`config.mk`:
```
export PLATFORM = sky130hd
export DESIGN_NAME = system_exception_power_control
export DESIGN_NICKNAME = d
export VERILOG_FILES = /design/src/design/exc_pkg.sv /design/src/design/system_exception_power_control.sv
export SDC_FILE = /design/constraint.sdc
export NUM_CORES = 1
export LEC_CHECK = 0
export BUFFER_PORTS_ARGS = -buffer_cell sky130_fd_sc_hd__buf_2
export CAP_MARGIN = 20
export CORE_MARGIN = 1
export CORE_UTILIZATION = 48
export DETAILED_ROUTE_END_ITERATION = 7
export GPL_TIMING_DRIVEN = 0
export HOLD_SLACK_MARGIN = 0.15
export MAX_ROUTING_LAYER = met4
export PLACE_DENSITY = 0.78
export SLEW_MARGIN = 0
export SYNTH_ARGS = -nofsm -noshare
export SYNTH_HDL_FRONTEND = slang
export SYNTH_SLANG_ARGS = --single-unit
```
`constraint.sdc`:
```
create_clock -name clock -period 2.9 [get_ports clock]
set_input_delay 0.29 -clock clock [delete_from_list [all_inputs] [get_ports clock]]
set_output_delay 0.29 -clock clock [all_outputs]
set_load 0.01 [all_outputs]
```
`src/design/exc_pkg.sv`:
```
package exc_pkg;

    // Register byte addresses (chosen; no offsets printed)
    localparam logic [7:0] ADDR_BREAK_WAIT = 8'h00;
    localparam logic [7:0] ADDR_RESET_SRC = 8'h04;
    localparam logic [7:0] ADDR_BREAK_CTRL = 8'h08;
    localparam logic [7:0] ADDR_CONFIG = 8'h0C;
    localparam logic [7:0] ADDR_STATE = 8'h10;

    // Field positions
    localparam int BIT_BRK_WAIT = 0;
    localparam int BIT_CLR_EN = 7;
    localparam int BIT_SHORT_WAKE = 0;
    localparam int BIT_WDOG_OFF = 1;
    localparam int RS_POR = 7;
    localparam int RS_PIN = 6;
    localparam int RS_WDOG = 5;
    localparam int RS_BAD_OP = 4;
    localparam int RS_BAD_ADDR = 3;
    localparam int RS_LOW_VDD = 1;

    localparam int NUM_IRQ = 8;
    localparam logic [2:0] IRQ_NONE_IDX = 3'h0;
    localparam logic [3:0] VEC_TRAP = 4'hF;
    localparam logic [3:0] VEC_IDLE = 4'h0;

    // Stop recovery counts in crystal cycles
    localparam int STOP_LONG_CYC = 4096;
    localparam int STOP_SHORT_CYC = 32;
    localparam logic [11:0] CNT_LONG_LAST = 12'hFFF;
    localparam logic [11:0] CNT_SHORT_LAST = 12'h01F;
    localparam logic [11:0] CNT_ZERO = 12'h000;
    localparam logic [7:0] BYTE_ZERO = 8'h00;
    localparam logic [15:0] PC_ONE = 16'h0001;

    typedef enum logic [2:0] {
        RUN,
        WAITING,
        STOPPED,
        RECOVER,
        STACKING
    } mode_type;

    typedef struct packed {
        logic [7:0] addr;
        logic write;
        logic sel;
    } bus_phase_type;

    typedef struct packed {
        logic por;
        logic pin;
        logic wdog;
        logic bad_op;
        logic bad_addr;
        logic low_vdd;
    } reset_src_type;

    typedef struct packed {
        mode_type mode;
        logic latched;
        logic [2:0] latched_idx;
        logic trap;
        logic break_state;
        logic break_exit_wait_flag;
        logic break_flag_clear_enable;
        logic short_wake_delay_bit;
        logic watchdog_disable_bit;
        logic [7:0] rsr;
        logic [11:0] cnt;
        logic cnt_hold;
        bus_phase_type ph;
        logic [31:0] rdata;
        logic [3:0] vector;
        logic [15:0] ret_pc;
        logic push;
        logic set_mask;
        logic clr_mask;
    } state_type;

endpackage

```
`src/design/system_exception_power_control.sv`:
```
// Contract
// (RULE1) Latched interrupt holds until serviced or unmasked
// (RULE2) Interrupts taken only at instruction boundaries
// (RULE3) Highest priority pending serviced first
// (RULE4) Entry stacks registers and sets mask
// (RULE5) Upper index register never stacked
// (RULE6) Software trap ignores interrupt mask
// (RULE7) Trap stacks PC; hardware stacks PC-1
// (RULE8) Resets beat all interrupts, skip arbitration
// (RULE9) Break forces software trap vector
// (RULE10) Break protects flags unless clear enabled
// (RULE11) Flag cleared in break stays cleared
// (RULE12) Two-step clears protected across break entry
// (RULE13) Wait and stop clear interrupt mask
// (RULE14) Wait gates core clock, interrupt wakes
// (RULE15) Break wakes wait and sets break-wait bit
// (RULE16) Watchdog runs in wait unless disabled
// (RULE17) Stop resets counter, disables both clocks
// (RULE18) Stop recovery 4096 or 32 cycles
// (RULE19) Counter held until recovery, then counts
// (RULE20) Break inactive in stop, registers kept
// (RULE21) Break-wait bit cleared by zero write, reset
// (RULE22) Reset status read-clear, power-on clears others
// (RULE23) Recovery counter twelve bits, crystal-timed
module system_exception_power_control
(
    // Clock, reset, enable
    input wire logic clock,
    input wire logic rst,
    input wire logic clock_en,
    // AHB-Lite slave
    input wire logic hsel,
    input wire logic [31:0] haddr,
    input wire logic [1:0] htrans,
    input wire logic hwrite,
    input wire logic [2:0] hsize,
    input wire logic [31:0] hwdata,
    input wire logic hready,
    output logic hreadyout,
    output logic hresp,
    output logic [31:0] hrdata,
    // Core handshake
    input wire logic insn_done,
    input wire logic irq_mask,
    input wire logic trap_insn,
    input wire logic wait_insn,
    input wire logic stop_insn,
    input wire logic return_insn,
    input wire logic [15:0] core_pc,
    output logic [3:0] vector,
    output logic [15:0] stack_pc,
    output logic stack_push,
    output logic mask_set,
    output logic mask_clear,
    output logic stack_upper_index,
    // Interrupt sources, bit 0 highest priority
    input wire logic [exc_pkg::NUM_IRQ-1:0] irq_req,
    input wire logic [exc_pkg::NUM_IRQ-1:0] irq_en,
    input wire logic break_req,
    // Reset sources
    input wire logic por_event,
    input wire logic pin_event,
    input wire logic wdog_event,
    input wire logic bad_op_event,
    input wire logic bad_addr_event,
    input wire logic low_vdd_event,
    // Clock gating and protection
    input wire logic crystal_fall,
    output logic core_clock_en,
    output logic periph_clock_en,
    output logic base_clock_en,
    output logic crystal_clock_en,
    output logic watchdog_run,
    output logic break_active,
    output logic flag_clear_allow
);

    exc_pkg::state_type cur;
    exc_pkg::state_type next_cur;

    logic [exc_pkg::NUM_IRQ-1:0] pending;
    logic any_reset;
    logic [2:0] win_idx;
    logic win_any;
    logic [11:0] rec_last;

    function automatic logic [3:0] pick(input logic [exc_pkg::NUM_IRQ-1:0] p);
        logic [3:0] r;
        r = {1'b0, exc_pkg::IRQ_NONE_IDX};
        for (int i = exc_pkg::NUM_IRQ - 1; i >= 0; i--)
        begin
            if (p[i])
            begin
                r = {1'b1, 3'(i)};
            end
        end
        return r;
    endfunction

    always_comb
    begin
        pending = irq_req & irq_en;
        {win_any, win_idx} = pick(pending); // RULE3
        any_reset = por_event | pin_event | wdog_event | bad_op_event | bad_addr_event
            | low_vdd_event;
        rec_last = cur.short_wake_delay_bit ? exc_pkg::CNT_SHORT_LAST
            : exc_pkg::CNT_LONG_LAST; // RULE18
    end

    always_comb
    begin
        next_cur = cur;
        next_cur.push = 1'b0;
        next_cur.set_mask = 1'b0;
        next_cur.clr_mask = 1'b0;

        // Bus address phase capture
        if (hready)
        begin
            next_cur.ph.sel = hsel & htrans[1];
            next_cur.ph.addr = haddr[7:0];
            next_cur.ph.write = hwrite;
        end

        // Data phase: write and read effects
        if (cur.ph.sel)
        begin
            if (cur.ph.write)
            begin
                case (cur.ph.addr)
                    exc_pkg::ADDR_BREAK_WAIT:
                    begin
                        if (!hwdata[exc_pkg::BIT_BRK_WAIT])
                        begin
                            next_cur.break_exit_wait_flag = 1'b0; // RULE21
                        end
                    end
                    exc_pkg::ADDR_BREAK_CTRL:
                    begin
                        next_cur.break_flag_clear_enable = hwdata[exc_pkg::BIT_CLR_EN];
                    end
                    exc_pkg::ADDR_CONFIG:
                    begin
                        next_cur.short_wake_delay_bit = hwdata[exc_pkg::BIT_SHORT_WAKE];
                        next_cur.watchdog_disable_bit = hwdata[exc_pkg::BIT_WDOG_OFF];
                    end
                    default: ;
                endcase
            end
            else if (cur.ph.addr == exc_pkg::ADDR_RESET_SRC)
            begin
                next_cur.rsr = exc_pkg::BYTE_ZERO; // RULE22
            end
        end

        // Read data for the next data phase
        next_cur.rdata = '0;
        if (hready && hsel && htrans[1] && !hwrite)
        begin
            case (haddr[7:0])
                exc_pkg::ADDR_BREAK_WAIT:
                begin
                    next_cur.rdata[exc_pkg::BIT_BRK_WAIT] = cur.break_exit_wait_flag;
                end
                exc_pkg::ADDR_RESET_SRC: next_cur.rdata[7:0] = cur.rsr;
                exc_pkg::ADDR_BREAK_CTRL:
                begin
                    next_cur.rdata[exc_pkg::BIT_CLR_EN] = cur.break_flag_clear_enable;
                end
                exc_pkg::ADDR_CONFIG:
                begin
                    next_cur.rdata[exc_pkg::BIT_SHORT_WAKE] = cur.short_wake_delay_bit;
                    next_cur.rdata[exc_pkg::BIT_WDOG_OFF] = cur.watchdog_disable_bit;
                end
                exc_pkg::ADDR_STATE: next_cur.rdata[2:0] = cur.mode;
                default: ;
            endcase
        end

        // Exception sequencing
        case (cur.mode)
            exc_pkg::RUN:
            begin
                if (break_req && !cur.break_state)
                begin
                    next_cur.latched = 1'b1; // RULE9
                    next_cur.trap = 1'b1;
                    next_cur.break_state = 1'b1;
                end
                else if (!cur.latched && insn_done)
                begin
                    if (trap_insn)
                    begin
                        next_cur.latched = 1'b1; // RULE6
                        next_cur.trap = 1'b1;
                    end
                    else if (win_any && !irq_mask)
                    begin
                        next_cur.latched = 1'b1; // RULE2
                        next_cur.trap = 1'b0;
                        next_cur.latched_idx = win_idx;
                    end
                    else if (wait_insn)
                    begin
                        next_cur.clr_mask = 1'b1; // RULE13
                        next_cur.mode = exc_pkg::WAITING;
                    end
                    else if (stop_insn)
                    begin
                        next_cur.clr_mask = 1'b1; // RULE13
                        next_cur.cnt_hold = 1'b1; // RULE19
                        next_cur.cnt = exc_pkg::CNT_ZERO;
                        next_cur.mode = exc_pkg::STOPPED;
                    end
                end
                if (cur.latched)
                begin
                    next_cur.mode = exc_pkg::STACKING;
                end
                if (return_insn)
                begin
                    next_cur.break_state = 1'b0;
                end
            end
            exc_pkg::WAITING:
            begin
                if (break_req)
                begin
                    next_cur.break_exit_wait_flag = 1'b1; // RULE15
                    next_cur.latched = 1'b1;
                    next_cur.trap = 1'b1;
                    next_cur.break_state = 1'b1;
                    next_cur.mode = exc_pkg::STACKING;
                end
                else if (win_any)
                begin
                    next_cur.latched = 1'b1; // RULE14
                    next_cur.trap = 1'b0;
                    next_cur.latched_idx = win_idx;
                    next_cur.mode = exc_pkg::STACKING;
                end
            end
            exc_pkg::STOPPED:
            begin
                next_cur.cnt = exc_pkg::CNT_ZERO; // RULE17
                if (win_any)
                begin
                    next_cur.latched = 1'b1;
                    next_cur.trap = 1'b0;
                    next_cur.latched_idx = win_idx;
                    next_cur.cnt_hold = 1'b0; // RULE19
                    next_cur.mode = exc_pkg::RECOVER;
                end
            end
            exc_pkg::RECOVER:
            begin
                if (crystal_fall)
                begin
                    next_cur.cnt = cur.cnt + 12'h001; // RULE23
                    if (cur.cnt == rec_last)
                    begin
                        next_cur.mode = exc_pkg::STACKING; // RULE18
                    end
                end
            end
            exc_pkg::STACKING:
            begin
                next_cur.push = 1'b1; // RULE4
                next_cur.set_mask = 1'b1;
                next_cur.vector = cur.trap ? exc_pkg::VEC_TRAP
                    : {1'b0, cur.latched_idx} + 4'h1;
                next_cur.ret_pc = cur.trap ? core_pc : core_pc - exc_pkg::PC_ONE; // RULE7
                next_cur.latched = 1'b0; // RULE1
                next_cur.mode = exc_pkg::RUN;
            end
            default: next_cur.mode = exc_pkg::RUN;
        endcase

        // Latched claim dropped only when unmasked before service
        if (cur.latched && !cur.trap && cur.mode == exc_pkg::RUN && !irq_mask && !win_any)
        begin
            next_cur.latched = 1'b0; // RULE1
        end

        // Resets win over everything except a mask clear from a same-cycle wait or stop; a pin reset keeps the counter
        if (any_reset)
        begin
            next_cur.mode = exc_pkg::RUN; // RULE8
            next_cur.latched = 1'b0;
            next_cur.trap = 1'b0;
            next_cur.break_state = 1'b0;
            next_cur.break_exit_wait_flag = 1'b0; // RULE21
            next_cur.break_flag_clear_enable = 1'b0;
            next_cur.push = 1'b0;
            next_cur.set_mask = 1'b0;
            next_cur.vector = exc_pkg::VEC_IDLE;
            if (por_event)
            begin
                next_cur.rsr = exc_pkg::BYTE_ZERO; // RULE22
                next_cur.rsr[exc_pkg::RS_POR] = 1'b1;
            end
            else
            begin
                // Built on next value so a same-cycle read still clears older bits
                next_cur.rsr[exc_pkg::RS_PIN] |= pin_event;
                next_cur.rsr[exc_pkg::RS_WDOG] |= wdog_event;
                next_cur.rsr[exc_pkg::RS_BAD_OP] |= bad_op_event;
                next_cur.rsr[exc_pkg::RS_BAD_ADDR] |= bad_addr_event;
                next_cur.rsr[exc_pkg::RS_LOW_VDD] |= low_vdd_event;
            end
            if (pin_event == 1'b0)
            begin
                next_cur.cnt = exc_pkg::CNT_ZERO;
            end
        end
    end

    always_ff @(posedge clock)
    begin
        if (rst)
        begin
            cur <= '0;
            cur.mode <= exc_pkg::RUN;
        end
        else if (clock_en)
        begin
            cur <= next_cur;
        end
    end

    assign hreadyout = 1'b1;
    assign hresp = 1'b0;
    assign hrdata = cur.rdata;
    assign vector = cur.vector;
    assign stack_pc = cur.ret_pc;
    assign stack_push = cur.push;
    assign mask_set = cur.set_mask;
    assign mask_clear = cur.clr_mask;
    assign stack_upper_index = 1'b0; // RULE5
    assign core_clock_en = (cur.mode == exc_pkg::RUN) || (cur.mode == exc_pkg::STACKING); // RULE14
    assign periph_clock_en = (cur.mode != exc_pkg::STOPPED) && (cur.mode != exc_pkg::RECOVER);
    assign base_clock_en = (cur.mode != exc_pkg::STOPPED); // RULE17
    assign crystal_clock_en = (cur.mode != exc_pkg::STOPPED);
    assign watchdog_run = !cur.watchdog_disable_bit && (cur.mode != exc_pkg::STOPPED); // RULE16
    assign break_active = cur.break_state && (cur.mode != exc_pkg::STOPPED); // RULE20
    // Two-step sequences in peripherals gate on this level, so protection holds
    assign flag_clear_allow = !cur.break_state
        || cur.break_flag_clear_enable; // RULE10 RULE11 RULE12

    AST_HW_PC_MINUS_ONE: assert property (@(posedge clock) disable iff (rst) // RULE7
        (clock_en && cur.mode == exc_pkg::STACKING && !cur.trap)
        |=> stack_pc == $past(core_pc) - exc_pkg::PC_ONE)
        else $error("hardware return address not pc minus one");
    AST_TRAP_VECTOR: assert property (@(posedge clock) disable iff (rst) // RULE9
        (clock_en && cur.mode == exc_pkg::RUN && break_req && !cur.break_state && !any_reset)
        |=> cur.trap && cur.latched)
        else $error("break did not force trap");
    AST_PUSH_SETS_MASK: assert property (@(posedge clock) disable iff (rst) // RULE4
        stack_push |-> mask_set)
        else $error("stacking without mask set");
    AST_NO_UPPER_INDEX: assert property (@(posedge clock) disable iff (rst) // RULE5
        !stack_upper_index)
        else $error("upper index stacked");
    AST_RESET_WINS: assert property (@(posedge clock) disable iff (rst) // RULE8
        (clock_en && any_reset) |=> cur.mode == exc_pkg::RUN && !stack_push)
        else $error("reset did not override interrupt");
    AST_BREAK_WAIT: assert property (@(posedge clock) disable iff (rst) // RULE15
        (clock_en && cur.mode == exc_pkg::WAITING && break_req && !any_reset)
        |=> cur.break_exit_wait_flag)
        else $error("break in wait did not set flag");
    AST_FLAG_PROTECT: assert property (@(posedge clock) disable iff (rst) // RULE10
        (cur.break_state && !cur.break_flag_clear_enable) |-> !flag_clear_allow)
        else $error("flags clearable in break");
    AST_STOP_CLOCKS: assert property (@(posedge clock) disable iff (rst) // RULE17
        cur.mode == exc_pkg::STOPPED |-> !base_clock_en && !crystal_clock_en && !core_clock_en)
        else $error("clocks running in stop");
    AST_WAIT_CLOCKS: assert property (@(posedge clock) disable iff (rst) // RULE14
        cur.mode == exc_pkg::WAITING |-> !core_clock_en && periph_clock_en)
        else $error("wait clock gating wrong");
    AST_POR_ONLY: assert property (@(posedge clock) disable iff (rst) // RULE22
        (clock_en && por_event) |=> cur.rsr == 8'h80)
        else $error("power-on did not clear other flags");
    AST_WDOG: assert property (@(posedge clock) disable iff (rst) // RULE16
        (cur.mode == exc_pkg::WAITING && !cur.watchdog_disable_bit) |-> watchdog_run)
        else $error("watchdog stopped in wait");

    COV_WAIT_WAKE: cover property (@(posedge clock)
        cur.mode == exc_pkg::WAITING ##1 cur.mode == exc_pkg::STACKING);
    COV_STOP_RECOVER: cover property (@(posedge clock)
        cur.mode == exc_pkg::RECOVER ##1 cur.mode == exc_pkg::STACKING);
    COV_BREAK: cover property (@(posedge clock) cur.break_state && cur.break_flag_clear_enable);
endmodule

```
# Word level (Yosys, flattened, before mapping)
# Cells that the tools add are included.
[classes]
n_addsub = 3
eq_ne = 38
n_mux = 82
n_bitwise = 12
n_reduce_logical = 43
[ops]
columns = ["cell", "count"]
rows = [
  ["13-bit two-way mux", 6],
  ["4-bit two-way mux", 16],
  ["12-bit two-way mux", 4],
  ["8-bit two-way mux", 6],
  ["12-bit one-hot mux with 3 select lines", 1],
  ["3-bit two-way mux", 11],
  ["8-bit by 4-bit == test with 1-bit output (second input constant)", 4],
  ["4-bit inequality test (second input constant)", 8],
  ["1-bit two-way mux", 23],
  ["22-bit two-way mux", 1],
  ["20-bit two-way mux", 1],
  ["8-bit by 3-bit == test with 1-bit output (second input constant)", 2],
  ["8-bit zero test", 2],
  ["16-bit two-way mux", 1],
  ["16-bit by 1-bit subtractor with 16-bit output (second input constant)", 1],
  ["5-bit inequality test (second input constant)", 3],
  ["2-bit inequality test (second input constant)", 7],
  ["1-bit logical AND", 13],
  ["12-bit by 1-bit adder with 12-bit output (second input constant)", 1],
  ["12-bit == test", 1],
  ["3-bit inequality test (second input constant)", 4],
  ["3-bit one-hot mux with 4 select lines", 1],
  ["4-bit one-hot mux with 3 select lines", 1],
  ["4-bit AND reduction", 3],
  ["27 further kinds", 57],
]
[word_totals]
regBits = 74
input_bits = 121
out_inout_bits = 65
wordCells = 198

# Depth between registers and ports, before layout
# Gate-level depths: netlist (run 1).
[logic_depth]
ltp_word = 17
depth_mapped = 8
depth_no_buf = 7

# Worst setup path before layout (run 1)
# No wires, ideal clock.
[synth_timing]
path_kind = "register to register"
start = "register cur[61] in the netlist's numbering"
end = "register cur[88] in the netlist's numbering"
setup_ns = 0.070
arrival_ns = 1.911
required_ns = 2.830
setup_slack_ns = 0.919
path_stages_with_launch = 7
n_path_buf = 0
period_less_slack_ns = 1.981
path_cell_list = "dfxtp_1 -> or4_1 -> or4_4 -> clkinv_2 -> nand2_2 -> or4_1 -> a21oi_1"
[synth_between]
elab_chain_cells = 3
[synth_rtl]
columns = ["element", "line", "text"]
rows = [
  ["from (decl)", "system_exception_power_control.sv:78", "exc_pkg::state_type cur;"],
  ["from (signal assigned)", "system_exception_power_control.sv:327", "cur <= next_cur;"],
  ["8-bit by 4-bit == test with 1-bit output", "system_exception_power_control.sv:130", "case (cur.ph.addr)"],
  ["2-bit nonzero test (no source line)", "-", ""],
  ["4-bit AND reduction (no source line)", "-", ""],
]
# Every way passes these cells.
# A chain may end at the register's enable or synchronous reset.

# Worst setup path in the final report (run 1)
[layout_timing]
start = "register cur[90] in the netlist's numbering"
end = "register cur[67] in the netlist's numbering"
[layout_between]
elab_chain_cells = 6
[layout_rtl]
columns = ["element", "line", "text"]
rows = [
  ["1-bit zero test (*)", "system_exception_power_control.sv:184", "if (break_req && !cur.break_state)"],
  ["1-bit logical AND (*)", "system_exception_power_control.sv:184", ""],
  ["13-bit two-way mux (*)", "system_exception_power_control.sv:184", ""],
  ["12-bit one-hot mux with 3 select lines (*)", "system_exception_power_control.sv:181", "case (cur.mode)"],
  ["12-bit two-way mux", "system_exception_power_control.sv:311", "if (pin_event == 1'b0)"],
  ["20-bit two-way mux (*)", "system_exception_power_control.sv:286", "if (any_reset)"],
]
# Every way passes the cells marked *; elsewhere a longest branch is shown, timed or not. The select of a mux whose other input is x is not followed.

==> flow_summary.json, run 1 <==
{
  "outcome": "completed",
  "synthDominantAreaCellType": "sky130_fd_sc_hd__dfxtp_1",
  "layout_overhead_on_the_synthesized_area_pct": 23.1,
  "antenna_cells": 0,
  "final_cell_mix": "sky130_fd_sc_hd__buf_2 (101), sky130_fd_sc_hd__dfxtp_1 (73), sky130_fd_sc_hd__nor2_1 (57), sky130_fd_sc_hd__buf_4 (57), sky130_fd_sc_hd__nand2_1 (55)",
  "ys_seq_area_frac": 0.344,
  "starting_density": 0.507,
  "gp_congestion": 0.953,
  "cts.reportedPaths.clkPinSlew_ns": 0.08,
  "post_cts_hold_buffer_count": 0,
  "die_area_um2": 9240,
  "track_usage": 0.255,
  "power.switching_uw": 557,
  "ys_seq_elements": 73,
  "post-route-cell-area_um2": 5230,
  "globalRoute.totalOverflow": 0,
  "ff2ff_path_depth": 6,
  "grt.met3_usage": 0.0403,
  "synth_edf_count": 0,
  "first_pass_grt_wire_length_mm": 17.7,
  "chipWidth_um": 96.1,
  "power.combinational.fraction": 0.119,
  "fin_cells": 791,
  "upper_clock_frequency_limit_ghz": 0.440,
  "swShare": 0.238,
  "p_per_area_nw_per_um2": 448,
  "ys.flop_type": "sky130_fd_sc_hd__dfxtp_1",
  "slew_headroom": 0.579,
  "postRouteWirelength_mm": 11.2,
  "critical_path.startpoint_type": "register",
  "finalSetupViolCount": 0,
  "dr_wl_cell_um": 14.2,
  "via_per_inst": 5.51,
  "min_from": "haddr[6]",
  "synthDominantCellAreaShare": 0.344,
  "number_of_global_route_vias_before_repair": 3888,
  "tightestPinTransition_ns": 0.631,
  "clock_latency_of_the_later_clocked_register_in_the_worst_skew_pair_ns": 0.35,
  "std_cell_rows": 33,
  "post_synth_inst_count": 546,
  "htree_levels": 3,
  "postRouteAntennaNets": 0,
  "final-hold-violation-count": 0,
  "clock_sink_count": 73,
  "worstReg2RegEnd": "cur[67]",
  "cts-resized-gates": 0,
  "synth_cell_types": 61,
  "ys_top_cells_by_area": "sky130_fd_sc_hd__dfxtp_1 (34%), sky130_fd_sc_hd__buf_4 (10%), sky130_fd_sc_hd__a21oi_1 (5.3%)",
  "synthesis.area_um2": 4250,
  "numCtsBuffers": 9,
  "power.sequential.fraction": 0.437,
  "timing_max_transition_violations_final": 0,
  "clock_power_share": 0.444,
  "dp_hpwl_mm": 8.38,
  "layout.nets": 806,
  "vdd.ir_drop.worst_uv": 200,
  "initial_antenna_violation_count": 0,
  "avgSynthCellArea_um2": 7.78,
  "dpl_cell_area_um2": 4980,
  "totalNegativeSetupSlack_ns": 0,
  "fin_total_pwr_mw": 2.35,
  "floorplan.core_area_um2": 8380,
  "chipHeight_um": 96.1,
  "crit_path_end_kind": "register",
  "final_critical_path_share_of_the_clock_period": 0.783,
  "cts_root_buffer": "sky130_fd_sc_hd__clkbuf_8",
  "max-cap-violations": 0,
  "reg2reg_slack_ns": 0.63,
  "cell_internal_power_dissipation_mw": 1.79,
  "grt_start_max_net_pins": 13,
  "globalRouteMet1Util": 0.304,
  "fraction_of_layout_cells_with_a_size_suffix_above_1": 0.271,
  "cp.required_ns": 3.15,
  "post_cts_setup_buffer_count": 0,
  "whs_endpoint": "cur[63]",
  "drt_iter0_markers": 261,
  "met2_track_utilization_from_global_routing": 0.424,
  "synth-async-reset-ratio": 0,
  "detailedRoute.firstPassIterationCount": 5,
  "maximum_clock_insertion_buffer_count": 2,
  "io_pins": 186,
  "finalClockSkew_ns": 0.00935,
  "top_usage_layer": "met2",
  "final.min_clock_period_ns": 2.27,
  "hold-path-cell-count": 3,
  "cts_tree": "built",
  "grt_setup_unrepaired": "no",
  "layout.cells.most_common": "sky130_fd_sc_hd__buf_2",
  "dpl.cell_count": 776,
  "critPathMaxFanout": 6,
  "dr_total_vias": 4360,
  "drc": 0,
  "critPathArrivalTime_ns": 2.52,
  "crit_type": "reg -> reg",
  "power.static_leakage_nw": 2.26,
  "yosys_warnings": 0,
  "rr_startpoint": "cur[90]",
  "count_of_input_and_output_buffers": 100,
  "worstHoldPathType": "in -> reg"
}
[power groups by stage]
stage          clock (mW)  sequential (mW)  combinational [mW]
2_1_floorplan           0             1.05               0.169
3_3_place_gp            0             1.05               0.265
3_5_place_dp            0             1.05               0.271
4_1_cts              1.05             1.03               0.273
5_1_grt              1.09             1.03               0.306
6_report             1.04             1.03               0.278
[state kept, by name, summed over array words and instances (netlist names)]
signal / count
cur: 43
stack_pc: 16
hrdata: 8
vector: 4
mask_clear: 1
stack_push: 1
[worst max path at each step]
stage,cells past startpoint,end,start
after floorplan,6,cur[88],cur[61]
after global placement,8,hrdata[5],clock_en
after detailed placement,8,hrdata[4],clock_en
after CTS,6,cur[67],cur[90]
after global routing,6,cur[67],cur[90]
final,6,cur[67],cur[90]
[area by class of cell]
| class | count | area (um^2) |
|---|---|---|
| Clock buffer | 10 | 128 |
| Inverter | 16 | 61.3 |
| Sequential cell | 73 | 1460 |
| Clock inverter | 5 | 129 |
| Tap cell | 105 | 131 |
| Buffer | 80 | 515 |
| Timing Repair Buffer | 100 | 500 |
| Multi-Input combinational cell | 402 | 2310 |
| Fill cell | 755 | 3150 |
[worst max-delay path: stages (launching register included)]
cell and delay (ns):
sky130_fd_sc_hd__dfxtp_1 0.46, sky130_fd_sc_hd__and2b_1 0.28, sky130_fd_sc_hd__nor4_1 0.53, sky130_fd_sc_hd__a31o_2 0.25, sky130_fd_sc_hd__a221o_1 0.28, sky130_fd_sc_hd__o21ai_0 0.13, sky130_fd_sc_hd__a31o_2 0.25
[cell usage after synthesis, types with 7 or more instances]
cell and instances:
sky130_fd_sc_hd__mux2i_1 9, sky130_fd_sc_hd__buf_4 57, sky130_fd_sc_hd__a211oi_1 8, sky130_fd_sc_hd__nand2_1 55
sky130_fd_sc_hd__inv_1 14, sky130_fd_sc_hd__nor3_1 14, sky130_fd_sc_hd__nand2b_1 11, sky130_fd_sc_hd__a21oi_1 45
sky130_fd_sc_hd__a22oi_1 12, sky130_fd_sc_hd__o21ai_0 27, sky130_fd_sc_hd__xnor2_1 9, sky130_fd_sc_hd__or4_1 7
sky130_fd_sc_hd__nand3_1 8, sky130_fd_sc_hd__clkbuf_1 19, sky130_fd_sc_hd__nor2_1 57, sky130_fd_sc_hd__dfxtp_1 73
sky130_fd_sc_hd__and3_1 9, sky130_fd_sc_hd__a31oi_1 10
[per-layer routing]
| layer | share of wire | vias up |
|---|---|---|
| met4 | 0.019 | 0 |
| li1 | - | 2132 |
| met3 | 0.061 | 24 |
| met2 | 0.48 | 192 |
| met5 | 0 | - |
| met1 | 0.44 | 2012 |
[cell families after synthesis]
group | count (synthesis) | synth area share
fa+ha+maj | 3 | 0.00883
simple gates | 213 | 0.256
flops | 73 | 0.344
compound gates | 137 | 0.205
other cells | 2 | 0.00177
xor+xnor | 13 | 0.0268
mux | 9 | 0.0212
buf+inv | 96 | 0.136
[stage by stage]
stage | hold slack (ns) | util | setup slack, ns
6_report | 0.180 | 0.624 | 0.629
3_3_place_gp | 0.442 | 0.594 | 0.678
4_1_cts | 0.173 | 0.624 | 0.655
5_1_grt | 0.196 | 0.624 | 0.478
2_1_floorplan | 0.426 | - | 0.919
3_5_place_dp | 0.446 | 0.594 | 0.605
No activity file was read; power rests on OpenSTA's default activity.
==> inputs of run 2 (changes only) <==
- ABC_AREA: not set -> 1
- CORE_UTILIZATION: 48 -> 45
- PLACE_DENSITY: 0.78 -> 0.74
- clock period: 2.9 -> 1.85 ns (I/O delays scaled with it)
==> run 2 against run 1 <==
- die area up 23%
- synthesized cell count up 38%
- worst hold slack worse by 0.027 ns
- register-to-register slack worse by 0.41 ns
- sequential share of layout area down 4.0 points
- largest cell class unchanged
- largest power group is now sequential cells
==> flow_summary.json, run 2 <==
{
  "final_critical_path_share_of_the_clock_period": 0.964,
  "layout_overhead_on_the_synthesized_area_pct": 24.5,
  "cp_cell_sequence": "dlygate4sd3_1 > buf_2 > nor2_1 > nand3_4 > inv_6 > nand2_1 > o21ai_1 > nor2_1 > nand2_1 > nand2_1 > nand2_1 > nor2_1",
  "ys_seq_area_frac": 0.298,
  "dr_wl_cell_um": 12.2,
  "drc": 0,
  "synth-async-reset-ratio": 0,
  "chipWidth_um": 106,
  "ys_top_cells_by_count": "sky130_fd_sc_hd__nand2_1 (179), sky130_fd_sc_hd__nor2_1 (76), sky130_fd_sc_hd__dfxtp_1 (73)",
  "whs_endpoint": "cur[92]",
  "post_synth_inst_count": 756,
  "largest_register_ff_count": 43,
  "cts_root_buffer": "sky130_fd_sc_hd__clkbuf_8",
  "die_area_um2": 11300,
  "rr_startpoint": "cur[66]",
  "gp_congestion": 0.882,
  "postRouteWirelength_mm": 12.9,
  "drt_iter0_markers": 233,
  "maximum_clock_insertion_buffer_count": 2,
  "detailedRoute.firstPassIterationCount": 5,
  "dpl_cell_area_um2": 5680,
  "register_with_the_most_flip_flops": "cur",
  "reg2reg_slack_ns": 0.22,
  "critPathMaxFanout": 10,
  "slew_headroom": 0.458,
  "ff2ff_path_depth": 12,
  "dr_total_vias": 5118,
  "floorplan.core_area_um2": 10500,
  "tightestPinTransition_ns": 0.812,
  "grt_setup_unrepaired": "no",
  "globalRoute.totalOverflow": 0,
  "worstHoldPathType": "in -> reg",
  "cp.required_ns": 2.07,
  "crit_type": "in -> reg",
  "dp_hpwl_mm": 9.39,
  "ys_seq_elements": 73,
  "clock_latency_of_the_later_clocked_register_in_the_worst_skew_pair_ns": 0.36,
  "fraction_of_layout_cells_with_a_size_suffix_above_1": 0.274,
  "p_per_area_nw_per_um2": 576,
  "layout.nets": 1041,
  "cpPeakStageDelay_ns": 0.54,
  "std_cell_rows": 37,
  "dpl.cell_count": 1017,
  "worst-path-stages": 12,
  "crit_family": "buffers and inverters",
  "fin_cells": 1057,
  "grt_start_max_net_pins": 14,
  "numCtsBuffers": 9,
  "totalNegativeSetupSlack_ns": 0,
  "yosys_warnings": 0,
  "clock_sink_count": 73,
  "min_from": "irq_en[0]",
  "cts.reportedPaths.clkPinSlew_ns": 0.08,
  "hold-path-cell-count": 4,
  "power.static_leakage_nw": 2.89,
  "synthDominantAreaCellType": "sky130_fd_sc_hd__dfxtp_1",
  "ys.flop_type": "sky130_fd_sc_hd__dfxtp_1",
  "critical_path.startpoint_type": "input pin",
  "final_cell_mix": "sky130_fd_sc_hd__nand2_1 (179), sky130_fd_sc_hd__buf_2 (105), sky130_fd_sc_hd__nor2_1 (74)",
  "postRouteAntennaNets": 0,
  "track_usage": 0.236,
  "final-hold-violation-count": 0,
  "final.min_clock_period_ns": 1.78,
  "antenna_cells": 0,
  "synthesis.area_um2": 4910,
  "utilization": 0.584,
  "chipHeight_um": 106,
  "via_per_inst": 4.84,
  "fin_total_pwr_mw": 3.52,
  "finalClockSkew_ns": 0.0106,
  "crit_path_end_kind": "register",
  "htree_levels": 3,
  "synth_edf_count": 0,
  "first_pass_grt_wire_length_mm": 20.8,
  "io_pins": 186,
  "cts_tree": "built",
  "starting_density": 0.470,
  "ys_top_cells_by_area": "sky130_fd_sc_hd__dfxtp_1 (30%), sky130_fd_sc_hd__nand2_1 (14%), sky130_fd_sc_hd__buf_4 (9.0%)",
  "max-cap-violations": 0,
  "avgSynthCellArea_um2": 6.50,
  "timing_max_transition_violations_final": 0,
  "count_of_input_and_output_buffers": 100,
  "critPathArrivalTime_ns": 2.00,
  "worst_path_most_repeated_cell": "sky130_fd_sc_hd__nand2_1",
  "initial_antenna_violation_count": 0,
  "finalSetupViolCount": 0,
  "synthDominantCellAreaShare": 0.298,
  "worst_path_max_delay_cell": "sky130_fd_sc_hd__dlygate4sd3_1",
  "layout.cells.most_common": "sky130_fd_sc_hd__nand2_1",
  "cp.buffers_inverters": 3,
  "synth_cell_types": 40,
  "number_of_global_route_vias_before_repair": 4476,
  "post-route-cell-area_um2": 6110,
  "worstReg2RegEnd": "cur[96]",
  "vdd.ir_drop.worst_uv": 316,
  "outcome": "completed",
  "synth_most_common_cell": "sky130_fd_sc_hd__nand2_1",
  "upper_clock_frequency_limit_ghz": 0.561
}
-- run 2: repair_timing --
action,4_1_cts,5_1_grt
endpoints found under the setup margin,0,22
resized for setup,0,9
setup buffers,0,0
hold endpoints to repair,23,0
hold buffers,24,0
-- run 2: worst register-to-register path: stages, from the launching register on --
cell and delay, ns:
sky130_fd_sc_hd__dfxtp_2 0.38, sky130_fd_sc_hd__ha_1 0.18, sky130_fd_sc_hd__nand2_1 0.09, sky130_fd_sc_hd__nor2_4 0.10, sky130_fd_sc_hd__nand2_2 0.10, sky130_fd_sc_hd__nor2_2 0.12, sky130_fd_sc_hd__nand3_1 0.09, sky130_fd_sc_hd__nand2_1 0.09
sky130_fd_sc_hd__nand2_2 0.07, sky130_fd_sc_hd__nor2_4 0.14, sky130_fd_sc_hd__nand2_1 0.07, sky130_fd_sc_hd__nand2_1 0.06, sky130_fd_sc_hd__nor2_1 0.04
-- run 2: metrics by stage --
| step | worst slack [ns] | hold slack [ns] |
|---|---|---|
| 5_1_grt | 0.0143 | 0.182 |
| 6_report | 0.0672 | 0.153 |
| 4_1_cts | 0.0207 | 0.152 |
| 2_1_floorplan | 0.377 | 0.302 |
| 3_5_place_dp | 0.182 | 0.423 |
| 3_3_place_gp | 0.192 | 0.415 |
-- run 2: power by group --
| group | total (mW) | internal [mW] | switching (mW) |
|---|---|---|---|
| Clock | 1.14 | 0.483 | 0.659 |
| Sequential | 1.66 | 1.62 | 0.0338 |
| Combinational | 0.721 | 0.298 | 0.423 |
| Total | 3.52 | 2.40 | 1.12 |
-- run 2: routing by layer --
layer | track usage | up-vias | wire length, um | share of wire
met4 | 0.0568 | 0 | 129 | 0.010
met1 | 0.309 | 2252 | 5910 | 0.46
met5 | - | - | 0 | 0
met3 | 0.0270 | 12 | 840 | 0.065
met2 | 0.387 | 170 | 6050 | 0.47
li1 | - | 2684 | - | -
-- run 2: area by class of cell --
cell class	count	area (um^2)
fillers	1038	4350
multi-input cells	552	2700
flip-flops and latches	73	1460
repair buffers	124	741
plain buffers	80	573
inverters	76	295
well taps	136	170
clock buffers	9	124
clock inverters	6	45.0
repair inverters	1	7.51
-- run 2: cells by family (layout without fill, tap and decap cells) --
logic type / after synthesis / after routing / share of synthesized area
buffers and inverters: 156 / 296 / 0.176
AND/OR/NAND/NOR: 380 / 380 / 0.354
flip-flops: 73 / 73 / 0.298
AO/OA/AOI/OAI: 136 / 136 / 0.152
adder cells (fa/ha/maj): 3 / 3 / 0.00764
XOR/XNOR: 6 / 6 / 0.0107
other: 2 / 27 / 0.00153
-- run 2: worst max path at each step --
stage                    start      end  slack [ns]
floorplan              cur[66]  cur[96]        0.38
global placement       cur[66]  cur[97]        0.19
detailed placement     cur[66]  cur[97]        0.18
CTS                  pin_event  cur[91]        0.02
global route        wdog_event  cur[91]        0.01
finish              wdog_event  cur[91]        0.07
==> inputs of run 3 (changes only) <==
- RECOVER_POWER: not set -> 100
- SLEW_MARGIN: 0 -> not set
==> run 3 against run 2 <==
- critical path depth is the same
- fmax grew 0.32%
- utilization shrank 0.83 points
- wire length grew 0.29%
- highest routed layer unchanged
- via count is essentially flat
- flip-flop and latch count is the same
- die area is the same
- power shrank 0.32%
==> flow_summary.json, run 3 (synthesis results as in run 2) <==
{
  "std_cell_rows": 37,
  "drc": 0,
  "critPathArrivalTime_ns": 1.99,
  "p_per_area_nw_per_um2": 582,
  "finalSetupViolCount": 0,
  "cts_root_buffer": "sky130_fd_sc_hd__clkbuf_8",
  "dpl.cell_count": 1017,
  "numCtsBuffers": 9,
  "chipWidth_um": 106,
  "upper_clock_frequency_limit_ghz": 0.563,
  "final_cell_mix": "sky130_fd_sc_hd__nand2_1 (180), sky130_fd_sc_hd__nor2_1 (78), sky130_fd_sc_hd__dfxtp_1 (71)",
  "cts_tree": "built",
  "maximum_clock_insertion_buffer_count": 2,
  "crit_path_end_kind": "register",
  "largest_register_ff_count": 43,
  "io_pins": 186,
  "critical_path.startpoint_type": "input pin",
  "drt_iter0_markers": 277,
  "power.static_leakage_nw": 2.74,
  "gp_congestion": 0.882,
  "via_per_inst": 4.84,
  "slew_headroom": 0.494,
  "count_of_input_and_output_buffers": 100,
  "clock_latency_of_the_later_clocked_register_in_the_worst_skew_pair_ns": 0.36,
  "finalClockSkew_ns": 0.00955,
  "vdd.ir_drop.worst_uv": 316,
  "utilization": 0.576,
  "n_fill_cell": 1071,
  "grt_setup_unrepaired": "no",
  "crit_type": "in -> reg",
  "fin_cells": 1057,
  "max-cap-violations": 0,
  "chipHeight_um": 106,
  "dr_total_vias": 5116,
  "grt_start_max_net_pins": 14,
  "dpl_worst_slack_ns": 0.182,
  "number_of_global_route_vias_before_repair": 4476,
  "postLayoutSetupSlackWorst_ns": 0.0729,
  "tightestPinTransition_ns": 0.759,
  "totalNegativeSetupSlack_ns": 0,
  "fin_total_pwr_mw": 3.51,
  "post-route-cell-area_um2": 6030,
  "layout.cells.most_common": "sky130_fd_sc_hd__nand2_1",
  "postRouteWirelength_mm": 13.0,
  "track_usage": 0.236,
  "worstHoldPathType": "in -> reg",
  "final-hold-violation-count": 0,
  "initial_antenna_violation_count": 0,
  "first_pass_grt_wire_length_mm": 20.8,
  "htree_levels": 3,
  "final.min_clock_period_ns": 1.78,
  "dpl_cell_area_um2": 5680,
  "cts.reportedPaths.clkPinSlew_ns": 0.08,
  "clock_sink_count": 73,
  "antenna_cells": 0,
  "dp_hpwl_mm": 9.39,
  "postRouteAntennaNets": 0,
  "outcome": "completed",
  "timing.hold.ws_ns": 0.155,
  "cp.required_ns": 2.07,
  "layout_overhead_on_the_synthesized_area_pct": 22.7,
  "timing_max_transition_violations_final": 0,
  "dr_wl_cell_um": 12.3,
  "detailedRoute.firstPassIterationCount": 5,
  "layout.nets": 1041,
  "floorplan.core_area_um2": 10500,
  "final_critical_path_share_of_the_clock_period": 0.961,
  "die_area_um2": 11300,
  "register_with_the_most_flip_flops": "cur",
  "critPathMaxFanout": 10,
  "globalRoute.totalOverflow": 0,
  "fraction_of_layout_cells_with_a_size_suffix_above_1": 0.221,
  "starting_density": 0.470
}
## run 3: changes by cell type in the layout (fill, tap and decap cells not counted), moves of 2 or more
cell,before,now
sky130_fd_sc_hd__buf_2,105,65
sky130_fd_sc_hd__clkbuf_1,10,48
sky130_fd_sc_hd__nor2_1,74,78
sky130_fd_sc_hd__a21oi_1,56,59
sky130_fd_sc_hd__a21oi_2,5,2
sky130_fd_sc_hd__buf_4,59,56
sky130_fd_sc_hd__clkbuf_2,0,3
sky130_fd_sc_hd__nor2_2,20,17
sky130_fd_sc_hd__clkbuf_4,0,2
## run 3: routing by layer
| layer | global-route usage | vias up | wire [um] |
|---|---|---|---|
| met5 | - | - | 0 |
| met4 | 0.0568 | 0 | 127 |
| met3 | 0.0270 | 12 | 850 |
| met2 | 0.387 | 175 | 6060 |
| met1 | 0.309 | 2243 | 5940 |
| li1 | - | 2686 | - |
## run 3: area by class of cell
cell class                      count  area (um^2)  area share
Buffer                             80          567      0.0940
Inverter                           76          295      0.0490
Sequential cell                    73         1460       0.243
Timing Repair Buffer              124          697       0.116
Clock inverter                      6         45.0     0.00747
Multi-Input combinational cell    552         2660       0.441
Tap cell                          136          170      0.0282
Timing Repair inverter              1         5.00    0.000830
Clock buffer                        9          124      0.0205
## run 3: report_power, final
group	internal, mW	switching, mW	leakage (nW)
clock	0.483	0.660	0.0777
combinational	0.288	0.421	2.07
sequential	1.62	0.0336	0.596
total	2.40	1.11	2.74
## run 3: worst paths after layout
check	startpoint	endpoint	slack (ns)	cells after the start
worst max-delay path	wdog_event	cur[91]	0.07	12
worst min-delay path	irq_en[0]	cur[92]	0.16	4
worst max register to register	cur[97]	stack_pc[3]	0.15	7
worst min register to register	cur[80]	cur[80]	0.44	2
## run 3: timing repair
item | 4_1_cts | 5_1_grt
setup buffers | 0 | 0
hold buffers | 24 | 0
setup endpoints to repair | 0 | 22
gates resized for setup | 0 | 9
endpoints found under the hold margin | 23 | 0
## run 3: critical path, cell delays in order
cell,delay (ns)
sky130_fd_sc_hd__dlygate4sd3_1,0.54
sky130_fd_sc_hd__clkbuf_1,0.12
sky130_fd_sc_hd__nor2_1,0.18
sky130_fd_sc_hd__nand3_4,0.20
sky130_fd_sc_hd__inv_6,0.16
sky130_fd_sc_hd__nand2_1,0.08
sky130_fd_sc_hd__o21ai_1,0.20
sky130_fd_sc_hd__nor2_1,0.09
sky130_fd_sc_hd__nand2_1,0.09
sky130_fd_sc_hd__nand2_1,0.05
sky130_fd_sc_hd__nand2_1,0.05
sky130_fd_sc_hd__nor2_1,0.04
